<file path="src/cib_pkg.sv">
`default_nettype none
package cib_pkg;

  // ****************************************
  // Geometry
  // ****************************************
  localparam int          CIB_NUM_BANKS      = 11;
  localparam logic [7:0]  CIB_LAST_BANK      = 8'h0A;
  localparam int          CIB_IRQ_NUM_W      = 4;
  localparam int          CIB_DMA_W          = 3;

  // ****************************************
  // Index/data pair placement
  // ****************************************
  localparam logic [15:0] CIB_BASE_LOW       = 16'h002E;
  localparam logic [15:0] CIB_BASE_HIGH      = 16'h004E;
  localparam logic [15:0] CIB_DATA_OFFSET    = 16'h0001;

  // ****************************************
  // Configuration register indexes
  // ****************************************
  localparam logic [7:0]  CIB_IDX_BANK       = 8'h07;
  localparam logic [7:0]  CIB_IDX_BANKED_MIN = 8'h30;
  localparam logic [7:0]  CIB_IDX_ACTIVATE   = 8'h30;
  localparam logic [7:0]  CIB_IDX_BASE0_HI   = 8'h60;
  localparam logic [7:0]  CIB_IDX_BASE0_LO   = 8'h61;
  localparam logic [7:0]  CIB_IDX_BASE1_HI   = 8'h62;
  localparam logic [7:0]  CIB_IDX_BASE1_LO   = 8'h63;
  localparam logic [7:0]  CIB_IDX_IRQ_NUM    = 8'h70;
  localparam logic [7:0]  CIB_IDX_IRQ_TYPE   = 8'h71;
  localparam logic [7:0]  CIB_IDX_DMA0       = 8'h74;
  localparam logic [7:0]  CIB_IDX_DMA1       = 8'h75;

  // ****************************************
  // Field positions
  // ****************************************
  localparam int          CIB_ACT_BIT        = 0;
  localparam int          CIB_WAKE_BIT       = 4;
  localparam int          CIB_LEVEL_BIT      = 0;
  localparam int          CIB_HIGH_BIT       = 1;

  // ****************************************
  // Reset and fixed read values
  // ****************************************
  localparam logic [7:0]  CIB_INDEX_RST      = 8'h00;
  localparam logic [7:0]  CIB_BANK_RST       = 8'h00;
  localparam logic [7:0]  CIB_UNIMPL_RD      = 8'h00;
  localparam logic [7:0]  CIB_DMA_UNIMPL_RD  = 8'h04;
  localparam logic [2:0]  CIB_DMA_NONE       = 3'h4;

  typedef enum logic [0:0] {
    CIB_CAP_WAIT = 1'b0,
    CIB_CAP_HELD = 1'b1
  } cib_cap_t;

  // Fixed answer for an index with no register behind it
  function automatic logic [7:0] cib_unimpl_read(input logic [7:0] idx);
    if ((idx == CIB_IDX_DMA0) || (idx == CIB_IDX_DMA1))
    begin
      return CIB_DMA_UNIMPL_RD;
    end
    return CIB_UNIMPL_RD;
  endfunction : cib_unimpl_read

endpackage : cib_pkg
`default_nettype wire

</file>
<file path="src/cib_strap_capture.sv">
`timescale 1ns/1ps
`default_nettype none
module cib_strap_capture
  import cib_pkg::*;
(
  input  wire logic clk,
  input  wire logic rst_b,
  input  wire logic configBaseStrap,
  input  wire logic testStrap,
  output logic      baseSel,
  output logic      baseHigh,
  output logic      testMode
);

  cib_cap_t state;
  cib_cap_t next_state;
  logic     next_baseHigh;
  logic     next_testMode;

  // ****************************************
  // Capture at the first edge after release
  // ****************************************
  always_comb
  begin
    next_state    = state;
    next_baseHigh = baseHigh;
    next_testMode = testMode;
    case (state)
      CIB_CAP_WAIT:
      begin
        next_state    = CIB_CAP_HELD;
        next_baseHigh = configBaseStrap;
        next_testMode = testStrap;
      end
      CIB_CAP_HELD:
      begin
        next_state = CIB_CAP_HELD;
      end
      default:
      begin
        next_state = CIB_CAP_WAIT;
      end
    endcase
  end

  always_ff @(posedge clk or negedge rst_b)
  begin
    if (!rst_b)
    begin
      state    <= CIB_CAP_WAIT;
      baseHigh <= 1'b0;
      testMode <= 1'b0;
    end
    else
    begin
      state    <= next_state;
      baseHigh <= next_baseHigh;
      testMode <= next_testMode;
    end
  end

  // Strap level used live until captured, so the pair answers at once
  assign baseSel = (state == CIB_CAP_HELD) ? baseHigh : configBaseStrap;

endmodule : cib_strap_capture
`default_nettype wire

</file>
<file path="src/cib_bank.sv">
`timescale 1ns/1ps
`default_nettype none
module cib_bank
  import cib_pkg::*;
#(
  parameter bit HAS_DMA = 1'b0
)
(
  input  wire logic        clk,
  input  wire logic        rst_b,
  input  wire logic        wrEn,
  input  wire logic [7:0]  regIndex,
  input  wire logic [7:0]  wrData,
  output logic      [7:0]  rdData,
  output logic             active,
  output logic      [15:0] base0,
  output logic      [15:0] base1,
  output logic      [3:0]  irqNum,
  output logic             irqWake,
  output logic             irqLevel,
  output logic             irqHigh,
  output logic      [2:0]  dma0,
  output logic      [2:0]  dma1
);

  logic        next_active;
  logic [15:0] next_base0;
  logic [15:0] next_base1;
  logic [3:0]  next_irqNum;
  logic        next_irqWake;
  logic        next_irqLevel;
  logic        next_irqHigh;
  logic [2:0]  next_dma0;
  logic [2:0]  next_dma1;
  logic        dmaOk;

  // ****************************************
  // Write path
  // ****************************************
  always_comb
  begin
    next_active   = active;
    next_base0    = base0;
    next_base1    = base1;
    next_irqNum   = irqNum;
    next_irqWake  = irqWake;
    next_irqLevel = irqLevel;
    next_irqHigh  = irqHigh;
    next_dma0     = dma0;
    next_dma1     = dma1;
    // Reserved channel codes are dropped rather than stored
    dmaOk         = HAS_DMA && (wrData[2:0] <= CIB_DMA_NONE);
    if (wrEn)
    begin
      case (regIndex)
        CIB_IDX_ACTIVATE: next_active = wrData[CIB_ACT_BIT];
        CIB_IDX_BASE0_HI: next_base0[15:8] = wrData;
        CIB_IDX_BASE0_LO: next_base0[7:0] = wrData;
        CIB_IDX_BASE1_HI: next_base1[15:8] = wrData;
        CIB_IDX_BASE1_LO: next_base1[7:0] = wrData;
        CIB_IDX_IRQ_NUM:
        begin
          next_irqNum  = wrData[CIB_IRQ_NUM_W-1:0];
          next_irqWake = wrData[CIB_WAKE_BIT];
        end
        CIB_IDX_IRQ_TYPE:
        begin
          next_irqLevel = wrData[CIB_LEVEL_BIT];
          next_irqHigh  = wrData[CIB_HIGH_BIT];
        end
        CIB_IDX_DMA0: next_dma0 = dmaOk ? wrData[2:0] : dma0;
        CIB_IDX_DMA1: next_dma1 = dmaOk ? wrData[2:0] : dma1;
        default: next_active = active;
      endcase
    end
  end

  always_ff @(posedge clk or negedge rst_b)
  begin
    if (!rst_b)
    begin
      active   <= 1'b0;
      base0    <= 16'h0000;
      base1    <= 16'h0000;
      irqNum   <= 4'h0;
      irqWake  <= 1'b0;
      irqLevel <= 1'b0;
      irqHigh  <= 1'b0;
      dma0     <= CIB_DMA_NONE;
      dma1     <= CIB_DMA_NONE;
    end
    else
    begin
      active   <= next_active;
      base0    <= next_base0;
      base1    <= next_base1;
      irqNum   <= next_irqNum;
      irqWake  <= next_irqWake;
      irqLevel <= next_irqLevel;
      irqHigh  <= next_irqHigh;
      dma0     <= next_dma0;
      dma1     <= next_dma1;
    end
  end

  // ****************************************
  // Read path, reserved bits as zero
  // ****************************************
  always_comb
  begin
    case (regIndex)
      CIB_IDX_ACTIVATE: rdData = {7'h00, active};
      CIB_IDX_BASE0_HI: rdData = base0[15:8];
      CIB_IDX_BASE0_LO: rdData = base0[7:0];
      CIB_IDX_BASE1_HI: rdData = base1[15:8];
      CIB_IDX_BASE1_LO: rdData = base1[7:0];
      CIB_IDX_IRQ_NUM:  rdData = {3'h0, irqWake, irqNum};
      CIB_IDX_IRQ_TYPE: rdData = {6'h00, irqHigh, irqLevel};
      CIB_IDX_DMA0:     rdData = HAS_DMA ? {5'h00, dma0} : cib_unimpl_read(regIndex);
      CIB_IDX_DMA1:     rdData = HAS_DMA ? {5'h00, dma1} : cib_unimpl_read(regIndex);
      default:          rdData = cib_unimpl_read(regIndex);
    endcase
  end

endmodule : cib_bank
`default_nettype wire

</file>
<file path="src/cib_config_bank.sv">
// How it works
// - Base strap captured as reset ends, held.
// - Strap low decodes 2Eh/2Fh, high 4Eh/4Fh.
// - Test strap high at reset end: test mode.
// - Eight-bit read/write pointer at base plus zero.
// - Pointer reads last write, 00h after reset.
// - Data port forwards to pointed register only.
// - Index 30h and up reaches selected bank.
// - Index 07h picks bank, 00h to 0Ah valid.
// - Unimplemented: writes dropped, read 00h, 74h/75h 04h.
// - Registers usable right after reset, no wait.
// - Registers read/write, reserved bits read zero.
// - Index 30h bit 0 enables the block.
// - First base: high 60h, low 61h.
// - Second base: high 62h, low 63h.
// - Index 70h bits 3-0 pick IRQ 1-15.
// - Bit 4 set: interrupt also raises wake.
// - Index 71h: bit0 edge/level, bit1 polarity.
// - DMA select: 0-3 channel, 4 none.
// - Inactive block keeps its resources unused.
// - All sixteen address bits compared.
`timescale 1ns/1ps
`default_nettype none
module cib_config_bank
  import cib_pkg::*;
#(
  parameter logic [CIB_NUM_BANKS-1:0] DMA_MASK = 11'h003
)
(
  input  wire logic                       clk,
  input  wire logic                       rst_b,
  input  wire logic                       configBaseStrap,
  input  wire logic                       testStrap,
  input  wire logic [15:0]                ioAddr,
  input  wire logic                       ioWrStb,
  input  wire logic                       ioRdStb,
  input  wire logic [7:0]                 ioWrData,
  input  wire logic [CIB_NUM_BANKS-1:0]   blockIrq,
  output logic      [7:0]                 ioRdData,
  output logic                            ioRdValid,
  output logic                            testMode,
  output logic                            configBaseHigh,
  output logic      [CIB_NUM_BANKS-1:0]   blockActive,
  output logic      [CIB_NUM_BANKS*16-1:0] ioBase0Out,
  output logic      [CIB_NUM_BANKS*16-1:0] ioBase1Out,
  output logic      [CIB_NUM_BANKS*4-1:0] irqLineOut,
  output logic      [CIB_NUM_BANKS-1:0]   irqLevelOut,
  output logic      [CIB_NUM_BANKS-1:0]   irqHighOut,
  output logic      [CIB_NUM_BANKS*3-1:0] dmaChanOut,
  output logic      [CIB_NUM_BANKS-1:0]   wakeEvent
);

  // ****************************************
  // Declarations
  // ****************************************
  logic [7:0]  configPointer;
  logic [7:0]  next_configPointer;
  logic [7:0]  bankNumber;
  logic [7:0]  next_bankNumber;
  logic [7:0]  next_ioRdData;
  logic        next_ioRdValid;
  logic        baseSel;
  logic [15:0] pairBase;
  logic        indexHit;
  logic        dataHit;
  logic        bankValid;
  logic        bankedIdx;
  logic [7:0]  rdMux;

  logic [CIB_NUM_BANKS-1:0]    bankWr;
  logic [7:0]                  bankRd     [CIB_NUM_BANKS];
  logic [CIB_NUM_BANKS-1:0]    bankAct;
  logic [15:0]                 bankBase0  [CIB_NUM_BANKS];
  logic [15:0]                 bankBase1  [CIB_NUM_BANKS];
  logic [3:0]                  bankIrq    [CIB_NUM_BANKS];
  logic [CIB_NUM_BANKS-1:0]    bankWake;
  logic [CIB_NUM_BANKS-1:0]    bankLevel;
  logic [CIB_NUM_BANKS-1:0]    bankHigh;
  logic [2:0]                  bankDma0   [CIB_NUM_BANKS];

  logic [CIB_NUM_BANKS-1:0]    irqPrev;
  logic [CIB_NUM_BANKS-1:0]    next_blockActive;
  logic [CIB_NUM_BANKS*16-1:0] next_ioBase0Out;
  logic [CIB_NUM_BANKS*16-1:0] next_ioBase1Out;
  logic [CIB_NUM_BANKS*4-1:0]  next_irqLineOut;
  logic [CIB_NUM_BANKS-1:0]    next_irqLevelOut;
  logic [CIB_NUM_BANKS-1:0]    next_irqHighOut;
  logic [CIB_NUM_BANKS*3-1:0]  next_dmaChanOut;
  logic [CIB_NUM_BANKS-1:0]    next_wakeEvent;

  // ****************************************
  // Strap capture
  // ****************************************
  cib_strap_capture u_strap (
    .clk             (clk),
    .rst_b           (rst_b),
    .configBaseStrap (configBaseStrap),
    .testStrap       (testStrap),
    .baseSel         (baseSel),
    .baseHigh        (configBaseHigh),
    .testMode        (testMode)
  );

  // ****************************************
  // Address decode
  // ****************************************
  always_comb
  begin
    pairBase  = baseSel ? CIB_BASE_HIGH : CIB_BASE_LOW;
    // Full compare avoids aliasing onto other legacy ports
    indexHit  = (ioAddr == pairBase);
    dataHit   = (ioAddr == (pairBase + CIB_DATA_OFFSET));
    bankValid = (bankNumber <= CIB_LAST_BANK);
    bankedIdx = (configPointer >= CIB_IDX_BANKED_MIN);
  end

  // ****************************************
  // Per-function banks
  // ****************************************
  for (genvar b = 0; b < CIB_NUM_BANKS; b++)
  begin : g_bank
    // Data port has no storage; it only steers strobes
    assign bankWr[b] = ioWrStb && dataHit && bankedIdx && bankValid
                       && (bankNumber[3:0] == 4'(b));

    cib_bank #(
      .HAS_DMA (DMA_MASK[b])
    ) u_bank (
      .clk      (clk),
      .rst_b    (rst_b),
      .wrEn     (bankWr[b]),
      .regIndex (configPointer),
      .wrData   (ioWrData),
      .rdData   (bankRd[b]),
      .active   (bankAct[b]),
      .base0    (bankBase0[b]),
      .base1    (bankBase1[b]),
      .irqNum   (bankIrq[b]),
      .irqWake  (bankWake[b]),
      .irqLevel (bankLevel[b]),
      .irqHigh  (bankHigh[b]),
      .dma0     (bankDma0[b]),
      .dma1     ()
    );
  end

  // ****************************************
  // Pointer, bank number and read port
  // ****************************************
  always_comb
  begin
    next_configPointer = configPointer;
    next_bankNumber    = bankNumber;
    if (ioWrStb && indexHit)
    begin
      next_configPointer = ioWrData;
    end
    if (ioWrStb && dataHit && (configPointer == CIB_IDX_BANK))
    begin
      next_bankNumber = ioWrData;
    end

    if (indexHit)
    begin
      rdMux = configPointer;
    end
    else if (!bankedIdx)
    begin
      rdMux = (configPointer == CIB_IDX_BANK) ? bankNumber : cib_unimpl_read(configPointer);
    end
    else if (bankValid)
    begin
      rdMux = bankRd[bankNumber[3:0]];
    end
    else
    begin
      // Reserved bank numbers behave as an empty bank
      rdMux = cib_unimpl_read(configPointer);
    end

    next_ioRdValid = ioRdStb && (indexHit || dataHit);
    next_ioRdData  = next_ioRdValid ? rdMux : ioRdData;
  end

  always_ff @(posedge clk or negedge rst_b)
  begin
    if (!rst_b)
    begin
      configPointer <= CIB_INDEX_RST;
      bankNumber    <= CIB_BANK_RST;
      ioRdData      <= 8'h00;
      ioRdValid     <= 1'b0;
    end
    else
    begin
      configPointer <= next_configPointer;
      bankNumber    <= next_bankNumber;
      ioRdData      <= next_ioRdData;
      ioRdValid     <= next_ioRdValid;
    end
  end

  // ****************************************
  // Resource distribution and wake
  // ****************************************
  always_comb
  begin
    for (int i = 0; i < CIB_NUM_BANKS; i++)
    begin
      // Inactive blocks show no bases, IRQ line or DMA channel; IRQ level and polarity bits still pass through
      next_blockActive[i]       = bankAct[i];
      next_ioBase0Out[i*16+:16] = bankAct[i] ? bankBase0[i] : 16'h0000;
      next_ioBase1Out[i*16+:16] = bankAct[i] ? bankBase1[i] : 16'h0000;
      next_irqLineOut[i*4+:4]   = bankAct[i] ? bankIrq[i] : 4'h0;
      next_irqLevelOut[i]       = bankLevel[i];
      next_irqHighOut[i]        = bankHigh[i];
      next_dmaChanOut[i*3+:3]   = bankAct[i] ? bankDma0[i] : CIB_DMA_NONE;
      // Value 0 selects no line, so it cannot wake either
      next_wakeEvent[i]         = bankAct[i] && bankWake[i] && (bankIrq[i] != 4'h0)
                                  && blockIrq[i] && !irqPrev[i];
    end
  end

  always_ff @(posedge clk or negedge rst_b)
  begin
    if (!rst_b)
    begin
      blockActive <= '0;
      ioBase0Out  <= '0;
      ioBase1Out  <= '0;
      irqLineOut  <= '0;
      irqLevelOut <= '0;
      irqHighOut  <= '0;
      dmaChanOut  <= {CIB_NUM_BANKS{CIB_DMA_NONE}};
      wakeEvent   <= '0;
      irqPrev     <= '0;
    end
    else
    begin
      blockActive <= next_blockActive;
      ioBase0Out  <= next_ioBase0Out;
      ioBase1Out  <= next_ioBase1Out;
      irqLineOut  <= next_irqLineOut;
      irqLevelOut <= next_irqLevelOut;
      irqHighOut  <= next_irqHighOut;
      dmaChanOut  <= next_dmaChanOut;
      wakeEvent   <= next_wakeEvent;
      irqPrev     <= blockIrq;
    end
  end

endmodule : cib_config_bank
`default_nettype wire

</file>
<file path="config.mk">
export PLATFORM = sky130hd
export DESIGN_NAME = cib_config_bank
export DESIGN_NICKNAME = d
export VERILOG_FILES = /design/src/cib_pkg.sv /design/src/cib_strap_capture.sv /design/src/cib_bank.sv /design/src/cib_config_bank.sv
export SDC_FILE = /design/constraint.sdc
export NUM_CORES = 1
export LEC_CHECK = 0
export ABC_AREA = 1
export BUFFER_PORTS_ARGS = -buffer_cell sky130_fd_sc_hd__buf_2
export CAP_MARGIN = 20
export CELL_PAD_IN_SITES_DETAIL_PLACEMENT = 1
export CELL_PAD_IN_SITES_GLOBAL_PLACEMENT = 1
export CORE_ASPECT_RATIO = 0.6
export CORE_UTILIZATION = 47
export DETAILED_ROUTE_END_ITERATION = 10
export PLACE_DENSITY_LB_ADDON = 0.05
export SLEW_MARGIN = 20
export SYNTH_ARGS = -nofsm -noshare
export SYNTH_HDL_FRONTEND = slang
export SYNTH_SLANG_ARGS = --single-unit
</file>
<file path="constraint.sdc">
create_clock -name clk -period 6.4 [get_ports clk]
set_input_delay 1.6 -clock clk [delete_from_list [all_inputs] [get_ports clk]]
set_output_delay 1.6 -clock clk [all_outputs]
set_load 0.01 [all_outputs]
</file>
# Word-level counts from Yosys, hierarchy flattened
# Cells that the tools add are included.
# totals
regBits,937
inputBits,41
elab_cells,385
# op_classes
bitwise,1
magnitude_cmp,4
n_mux,70
eq_ne,22
n_reduce_logical,168
n_addsub,1
# op_table
cell,n
one-hot mux 8 bit (9 select lines),11
2-to-1 mux 16 bit,22
AND reduction 2 bit,77
2-to-1 mux 8 bit,12
equality test 8 x 7 -> 1 bit (second input constant),8
logical AND 1 bit,61
2-to-1 mux 4 bit,11
nonzero test 4 bit,11
binary-select mux 8 bit (select 4 bit),1
equality test 16 x 7 -> 1 bit,1
equality test 16 x 8 -> 1 bit,1
equality test 4 x 3 -> 1 bit (second input constant),4
equality test 4 bit (second input constant),3
AND reduction 3 bit,4
logical NOT 1 bit,11
2-to-1 mux 1 bit,10
OR reduction 9 bit,1
adder 7 x 1 -> 8 bit (second input constant),1
equality test 4 x 2 -> 1 bit (second input constant),2
equality test 8 x 3 -> 1 bit (second input constant),1
equality test 8 x 6 -> 1 bit (second input constant),1
greater-or-equal comparator 8 x 6 -> 1 bit (second input constant),1
<= comparator 8 x 4 -> 1 bit (second input constant),1
2-to-1 mux 7 bit,1
7 further kinds,9

# Logic depth before layout (Yosys ltp)
# Gate-level depths: netlist of the first run.
# depth
depth_word,12
ltp_mapped,19
mapped_depth_nobuf,17

# Cells and area by module
# A second synthesis of the first run with hierarchy kept.
# unflattened
hier_cells,4786
area_unflattened_um2,42465.7
# by_module_without_submodules
module,area_per_inst_um2,cells_per_inst,n_inst,seq_area_each_um2
cib_bank at g_bank[10].u_bank ...,2117.0,257,9,1001.0
cib_config_bank,18320.1,1878,1,12751.0
cib_bank at g_bank[0].u_bank ...,2493.6,292,2,1153.6
cib_strap_capture,105.1,11,1,75.1

# Worst setup path before layout of the first run
# OpenSTA, ideal clock, no wires.
# synth_path
path_type,in2reg
start,in ioAddr[8]
end,reg g_bank[6].u_bank.base1[5]
t_required_ps,6269
n_path_buf,1
arrival_time_ps,3165
cell_stages,11
setup_time_ps,131
setup_slack_ps,3104
path_cell_list,nor4_1 -> nand3_1 -> nor2_1 -> nand3_4 -> nor2_4 -> nand2_4 -> inv_6 -> nand2_4 -> buf_6 -> nand2_1 -> o21ai_2
# synth_between
elab_chain_len,6
# synth_lines
item,line,text
"start, declared",cib_config_bank.sv:34,"input wire logic [15:0] ioAddr,"
equality test 16 x 8 -> 1 bit,cib_config_bank.sv:112,dataHit = (ioAddr == (pairBase + CIB_DATA_OFFSET));
logical AND 1 bit (3 in a row),cib_config_bank.sv:123,assign bankWr[b] = ioWrStb && dataHit && bankedIdx && bankValid
logical AND 1 bit,cib_config_bank.sv:124,&& (bankNumber[3:0] == 4'(b));
AND reduction 2 bit (no line),-,
"end signal, assigned",cib_bank.sv:96,base1 <= next_base1;
"end, declared",cib_bank.sv:17,"output logic [15:0] base1,"
# Every way passes these cells.
# A chain may end at the register's enable or synchronous reset.

# Worst setup path in the final report of the first run
# layout_path
start,reg configPointer[7]
end,reg ioRdData[4]
# layout_between
elab_chain_len,12
elab_cells_between_ends,44
# layout_lines
item,line,text
"start, declared",cib_config_bank.sv:56,logic [7:0] configPointer;
"start signal, assigned",cib_config_bank.sv:196,configPointer <= next_configPointer;
equality test 8 x 7 -> 1 bit,"cib_pkg.sv:58, cib_bank.sv:111",
logical OR 1 bit,cib_pkg.sv:58,if ((idx == CIB_IDX_DMA0) || (idx == CIB_IDX_DMA1))
2-to-1 mux 1 bit,cib_pkg.sv:58,
2-to-1 mux 1 bit,cib_bank.sv:111,case (regIndex)
2-to-1 mux 8 bit,cib_pkg.sv:62,return CIB_UNIMPL_RD;
one-hot mux 8 bit (9 select lines),cib_bank.sv:111,
binary-select mux 8 bit (select 4 bit),cib_config_bank.sv:173,rdMux = bankRd[bankNumber[3:0]];
2-to-1 mux 8 bit (implied by the code) (2 in a row),cib_config_bank.sv:173,
2-to-1 mux 8 bit,cib_config_bank.sv:171,else if (bankValid)
2-to-1 mux 8 bit *,cib_config_bank.sv:167,else if (!bankedIdx)
2-to-1 mux 8 bit *,cib_config_bank.sv:163,if (indexHit)
"end signal, assigned",cib_config_bank.sv:198,ioRdData <= next_ioRdData;
"end, declared",cib_config_bank.sv:39,"output logic [7:0] ioRdData,"
# Mark *: on every way between the ends. The rest lies on a longest branch, timed or not. The select of a mux whose other input is x is not followed.

==> results of run 1 <==
-- worst max-delay path by stage --
stage,start,to,slack (ns),depth (start not counted)
floorplan,ioAddr[8],g_bank[6].u_bank.base1[5],3.10,11
global placement,configPointer[4],ioRdData[3],2.34,16
detailed placement,configPointer[7],ioRdData[4],2.28,17
CTS,configPointer[7],ioRdData[4],2.23,17
global route,configPointer[7],ioRdData[4],1.93,17
finish,configPointer[7],ioRdData[4],2.10,17
-- synth_stat cells (13+ instances only) --
| master | number |
|---|---|
| nor2_1 | 154 |
| o21ai_2 | 34 |
| nand2_1 | 1534 |
| buf_4 | 40 |
| o21ai_0 | 171 |
| buf_1 | 13 |
| nand4_1 | 17 |
| dfrtp_1 | 931 |
| nand2_4 | 42 |
| o21ai_1 | 289 |
| buf_2 | 28 |
| clkbuf_1 | 108 |
| nor4_1 | 25 |
| inv_1 | 514 |
| nand2_2 | 20 |
| a21oi_1 | 32 |
| buf_6 | 44 |
| nand3_1 | 151 |
-- routing by layer --
| metal | track usage, % | vias up |
|---|---|---|
| li1 | - | 13800 |
| met1 | 48.2 | 15700 |
| met2 | 50.9 | 1107 |
| met3 | 6.16 | 219 |
| met4 | 8.94 | 4 |
| met5 | 0 | - |
-- critical path, delay by kind of cell, from the launching register on --
family	cells	cell delay [ns]
AND/OR/NAND/NOR	11	1.61
AO/OA/AOI/OAI	1	0.41
flip-flops	1	0.40
buffers and inverters	5	1.73
-- where the power goes --
group | internal, mW | leakage, nW | total (mW) | switching [mW]
registers | 5.93 | 12.9 | 5.93 | 0.00195
logic | 0.0259 | 12.0 | 0.248 | 0.223
clock network | 3.30 | 1.52 | 5.65 | 2.35
-- per-stage QoR --
step,utilization [%],cell area (sq um),worst slack (ns),total power [mW],cells
floorplan,-,38200,3.10,6.10,4248
global placement,51.6,41200,2.34,6.29,5634
detailed placement,51.6,41200,2.28,6.29,5634
CTS,55.5,44200,2.23,11.9,5791
global route,55.5,44200,1.93,12.1,5791
finish,55.5,44200,2.10,11.8,5792
-- final cells by class --
type / instances / share of cell area (%)
sequential: 937 / 53.0
inverter: 533 / 4.62
multi-input combinational: 2545 / 25.5
clock inverter: 29 / 0.996
timing repair buffer: 553 / 6.85
clock buffer: 128 / 5.96
tap: 1066 / 3.01
antenna: 1 / 0.00566
-- flip-flops by register name, indices dropped and copies added (netlist names), 8 cells and up --
signal	cells
bankNumber	8
blockActive	11
configPointer	8
g_bank.u_bank.active	11
g_bank.u_bank.base0	176
g_bank.u_bank.base1	176
g_bank.u_bank.irqHigh	11
g_bank.u_bank.irqLevel	11
g_bank.u_bank.irqNum	44
g_bank.u_bank.irqWake	11
ioBase0Out	176
ioBase1Out	176
ioRdData	8
irqHighOut	11
irqLevelOut	11
irqLineOut	44
irqPrev	11
wakeEvent	11
-- kinds of logic after synthesis --
| family | after synthesis | share of synthesized area (%) |
|---|---|---|
| buffers and inverters | 766 | 9.00 |
| AOI/OAI and AO/OA | 537 | 7.46 |
| other | 2 | 0.0197 |
| and+or+nand+nor | 1980 | 21.9 |
| DFF | 937 | 61.6 |
==> run summary, run 1 <==
Outcome = finished with violations
Failing checks = DRC
First-pass GRT wire length = 203000 um
DR vias = 30800
Setup Buffers After CTS = 0
Path type of the worst min-delay path = reg2reg
Clock Skew = 0.0281 ns
Initial antenna violation count = 3
Sequential share of the synthesized area = 61.6%
Required @ worst endpoint = 7.00 ns
Multi-input logic area = 0.0113 sq mm
Max-slew headroom at the worst pin = 20.3%
Clock tree buffer depth = 3
Routability-driven placement congestion ratio = 0.929
Hold-fix buffers, CTS = 0
Chip width = 369 um
Clk sinks = 937
PostCTS Resize Cnt = 0
Post-synth top flop = dfrtp_1
Largest net degree at the start of global routing = 134
Core Box Area = 0.0798 sq mm
Crit share post-route = 67.1%
Final-report hold violation count = 0
Critical Path AT = 4.90 ns
EDFF count, synth = 0
Seq cells post-synth = 937
ANT nets after route = 0
Number of global-route vias before repair = 31700
R2r startpoint = configPointer[7]
Netlist cell types = 39
DRC = 46
Max cap viols = 0
Setup slack, reg-to-reg = 2.10 ns
RSZ-0062 raised after global routing = no
Minimum clock period = 4.30 ns
Worst Hold Path Cells = 1
Slowest stage delay, CP = 0.73 ns
Initial Utilization = 47.7%
Cell depth of the worst flop-to-flop path = 17
Commonest cells after routing, fill and taps aside = 1534 x nand2_1, 931 x dfrtp_1, 508 x inv_1, 496 x buf_2, 289 x o21ai_1
R2R Path End = ioRdData[4]
Share of the synthesized area in the top cell type = 61.2%
Startpoint types = register
CP Class = reg2reg
Die Area = 0.0822 sq mm
WL per Instance = 23.0 um
Yosys warning count = 0
Cells after Synth = 4222
VDD IR max = 0.181 mV
Port-buffer cells = 497
Most frequent CP cell = nand2_1
Wl on met1 = 58800 um
Endpoint, Worst Hold = wakeEvent[4]
Worst Tran Pin Value = 1.20 ns
Share of cells above drive strength 1 = 18.0%
Fin. max-slew vios = 0
FP Rows = 80
Syn Area/Cell = 9.02 sq um
Routed wire length on met2 = 60900 um
Async set or reset register ratio after synthesis = 100%
Gr usage total = 33.1%
Mapped Area = 0.0381 sq mm
TNS Setup = 0 ns
Max FO, Critical Path = 39
Register area = 0.0235 sq mm
Hold WS = 0.398 ns
Layout area overhead = 16.2%
Setup Viol. Count Final = 0
Vias per std cell = 5.31
Crit end category = register
H-tree Lvls = 3
Crit-path cells = inv_1 > nand2_2 > nor2_8 > buf_4 > nand2_2 > clkinv_2 > buf_12 > nand2_1 > nand2_1 > inv_1 > nand2_1 > nand3_1 > a21oi_1 > nand3_1 > nand2_1 > nand2_1 > nand2_1
P_leak = 26.4 nW
Fmax = 0.233 GHz
CTS clk-pin slew, worst paths = 0.07 ns
Clock buffer count from CTS = 88
Root buffer cell = clkbuf_16
DP HPWL = 89000 um
Top cells by area, synth = dfrtp_1 61%, nand2_1 15%, inv_1 5.1%
Met3 wire len = 9680 um
Beginning of the worst hold path = irqPrev[4]
GRT overflow = 0
DR pass1 iterations = 8
Highest metal layer with signal wires = met5
Yosys top cell by area = dfrtp_1
CP max-delay cell = clkinv_2
CTS tree = done
Commonest non-fill, non-tap cell in the layout = nand2_1
DR iter-0 viols = 2927
I/O Pins = 525
Fillers = 9406
Worst-skew pair later-pin latency = 0.70 ns
Die height = 222 um
WL final = 133000 um
Pwr dens = 267 mW/mm^2
Layout net count = 4699
Power figures use the tool's default switching activity.
==> run 2, diff against run 1 <==
--- a/config.mk
+++ b/config.mk
@@ -5,13 +5,13 @@
 export SDC_FILE = /design/constraint.sdc
 export NUM_CORES = 1
 export LEC_CHECK = 0
-export ABC_AREA = 1
+export ABC_AREA = 0
 export BUFFER_PORTS_ARGS = -buffer_cell sky130_fd_sc_hd__buf_2
 export CAP_MARGIN = 20
 export CELL_PAD_IN_SITES_DETAIL_PLACEMENT = 1
 export CELL_PAD_IN_SITES_GLOBAL_PLACEMENT = 1
 export CORE_ASPECT_RATIO = 0.6
-export CORE_UTILIZATION = 47
+export CORE_UTILIZATION = 42
 export DETAILED_ROUTE_END_ITERATION = 10
 export PLACE_DENSITY_LB_ADDON = 0.05
 export SLEW_MARGIN = 20
==> constraint.sdc (replaced) <==
create_clock -name clk -period 3.81 [get_ports clk]
set_input_delay 0.9525 -clock clk [delete_from_list [all_inputs] [get_ports clk]]
set_output_delay 0.9525 -clock clk [all_outputs]
set_load 0.01 [all_outputs]
==> run 2 against run 1 <==
Net effect:
- the flow now finishes without violations
- design area up 1.1%
- clock-buffer cell count unchanged
- power up 66%
- largest cell class unchanged
- synthesized area down 3.2%
==> run summary, run 2 <==
Most frequent CP cell = a311oi_1
I/O Pins = 525 (unchanged)
Fillers = 8716 (-7.3%)
Layout area overhead = 21.4%
Netlist cell types = 71 (+82%)
Share of cells above drive strength 1 = 39.3% (+21 points)
Chip width = 384 um (+4.0%)
Comb power frac = 2.3% (+0.2 points)
Startpoint types = register
PostCTS Resize Cnt = 0 (unchanged)
Sequential share of the synthesized area = 63.7% (+2.1 points)
Routability-driven placement congestion ratio = 0.919 (-1.1%)
H-tree Lvls = 3 (unchanged)
Slowest stage delay, CP = 0.78 ns (+0.05 ns)
Cell Int Power = 15.3 mW (+65%)
Worst-skew pair later-pin latency = 0.69 ns (about the same)
Crit share post-route = 96.4% (+29 points)
P_leak = 23.2 nW (-12%)
Cells after Synth = 2724 (-35%)
DP HPWL = 96000 um (+7.8%)
Required @ worst endpoint = 4.40 ns (-2.60 ns)
Layout net count = 3345 (-29%)
FP Rows = 83 (+3.8%)
Pwr dens = 438 mW/mm^2 (+64%)
Fin. max-slew vios = 0 (unchanged)
DR iter-0 viols = 2351 (-20%)
Clk sinks = 937 (unchanged)
DRC = 0 (-100%)
VDD IR max = 0.226 mV (+25%)
Global routing's busiest layer = met1
Hold-fix buffers, CTS = 0 (unchanged)
Root buffer cell = clkbuf_16
Setup Viol. Count Final = 0 (unchanged)
Seq pwr share = 50.8% (+0.7 points)
Share of the synthesized area in the top cell type = 63.2% (+2.0 points)
Die Area = 0.0889 sq mm (+8.2%)
Top-count cell post-synth = dfrtp_1
Clk pwr share = 46.9% (-0.9 points)
Crit-path cells = nor4bb_1 > and2_2 > buf_12 > a222oi_1 > a311oi_1 > buf_4 > a311oi_1 > or4_1 > a31oi_1
Sw Share = 22.1% (+0.31 points)
Clock Skew = 0.0249 ns (-0.00321 ns)
Post-synth top flop = dfrtp_1
WL per Instance = 30.2 um (+31%)
Switching power = 4.33 mW (+68%)
GRT overflow = 0 (unchanged)
Port-buffer cells = 497 (unchanged)
Final-report hold violation count = 0 (unchanged)
Die height = 231 um (+4.0%)
EDFF count, synth = 0 (unchanged)
Fmax = 0.272 GHz (+17%)
Top cells by area, synth = dfrtp_1 63%, mux2_2 14%, and2_1 6.9%
WL final = 137000 um (+2.6%)
Met2 Usage GRT = 44.5% (-6.4 points)
CP Class = reg2reg
CTS clk-pin slew, worst paths = 0.07 ns (about the same)
ANT nets after route = 0 (unchanged)
Core Box Area = 0.0862 sq mm (+8.0%)
Max cap viols = 0 (unchanged)
Max FO, Critical Path = 29 (-26%)
Worst Tran Pin Value = 1.02 ns (-0.176 ns)
Clock tree buffer depth = 3 (unchanged)
Largest net degree at the start of global routing = 82 (-39%)
Outcome = completed
Clock buffer count from CTS = 89 (+1.1%)
Initial antenna violation count = 8 (+5)
TNS Setup = 0 ns (unchanged)
Met3 Track Usage GR = 6.22% (+0.059 points)
RSZ-0062 raised after global routing = no
Hold WS = 0.315 ns (-0.0832 ns)
Commonest cells after routing, fill and taps aside = 929 x dfrtp_1, 493 x buf_2, 444 x mux2_2, 403 x and2_1, 137 x buf_4
DR vias = 25600 (-17%)
First-pass GRT wire length = 198000 um (-2.8%)
Gr usage total = 30.8% (-2.3 points)
Path type of the worst min-delay path = in2async
Number of global-route vias before repair = 27000 (-15%)
Mapped Area = 0.0368 sq mm (-3.2%)
Initial Utilization = 42.7% (-5.0 points)
Seq cells post-synth = 937 (unchanged)
Commonest non-fill, non-tap cell in the layout = dfrtp_1
DR pass1 iterations = 8 (unchanged)
Synth cell count leaders = 931 x dfrtp_1, 444 x mux2_2, 407 x and2_1, 124 x clkbuf_1, 99 x nand2_1
Critical Path AT = 4.27 ns (-0.63 ns)
Minimum clock period = 3.67 ns (-0.621 ns)
CP max-delay cell = dfrtp_1
Async set or reset register ratio after synthesis = 100% (unchanged)
Yosys top cell by area = dfrtp_1
Max-slew headroom at the worst pin = 32.0% (+12 points)
Setup Buffers After CTS = 0 (unchanged)
Global Route met1 Usage = 47.0% (-1.1 points)
CTS tree = done
Vias per std cell = 5.67 (+6.7%)
Yosys warning count = 0 (unchanged)
Crit end category = register
Syn Area/Cell = 13.5 sq um (+50%)
## run 2: cell families (layout without fill, tap and decap cells)
| kind of cell | Yosys count | in the layout | synth area share, % |
|---|---|---|---|
| and+or+nand+nor | 797 | 797 | 13.1 |
| other | 2 | 29 | 0.0204 |
| muxes | 477 | 477 | 14.5 |
| AOI/OAI and AO/OA | 304 | 304 | 6.14 |
| buffers and inverters | 207 | 833 | 2.52 |
| DFF | 937 | 937 | 63.7 |
## run 2: path summary, 6_finish.rpt
| path | from | to | slack [ns] | depth (start not counted) |
|---|---|---|---|---|
| min reg2reg | g_bank[1].u_bank.irqLevel | irqLevelOut[1] | 0.41 | 0 |
| max | configPointer[1] | ioRdData[3] | 0.14 | 9 |
| min in group clk | blockIrq[6] | irqPrev[6] | 0.40 | 1 |
| max reg2reg | configPointer[1] | ioRdData[3] | 0.14 | 9 |
| max in group asynchronous | rst_b | dmaChanOut[2] | 2.45 | 3 |
| min | rst_b | g_bank[5].u_bank.irqHigh | 0.32 | 1 |
## run 2: power by group through the flow
stage / sequential (mW) / clock, mW / combinational (mW)
after floorplan: 10.1 / 0 / 0.0996
final: 9.96 / 9.20 / 0.445
after detailed placement: 10.1 / 0 / 0.451
after CTS: 9.96 / 9.36 / 0.451
after global placement: 10.1 / 0 / 0.440
after global routing: 9.95 / 9.76 / 0.488
## run 2: layout make-up
type,instances,area (sq um),area share [%]
Antenna cell,1,2.50,0.00560
Clock buffer,128,2610,5.83
Clock inverter,35,380,0.851
Inverter,3,11.3,0.0252
Multi-Input combinational cell,1606,12600,28.2
Sequential cell,937,23500,52.5
Tap cell,1147,1440,3.21
Timing Repair Buffer,667,4230,9.46
## run 2: per-layer routing
layer | vias to the layer above | part of all wire, %
met5 | - | 0.020
met3 | 198 | 7.7
li1 | 10700 | -
met1 | 13700 | 46
met2 | 1098 | 44
met4 | 4 | 2.5
## run 2: critical path: cells and delay by family (launching register included)
kind	cells	cell delay, ns
AOI/OAI and AO/OA	4	0.90
buffers and inverters	2	0.51
DFF	1	0.78
and+or+nand+nor	3	1.37
## run 2: per-stage QoR
step                setup WS (ns)  utilization [%]  power [mW]  cell area [sq um]  cells
finish                      0.136             51.9        19.6              44700   4524
global route               0.0629             51.9        20.2              44700   4523
CTS                        0.0551             51.9        19.8              44700   4523
detailed placement         -0.232             48.4        10.6              41700   4360
global placement           -0.217             48.4        10.6              41700   4360
floorplan                   0.444                -        10.2              36900   2750
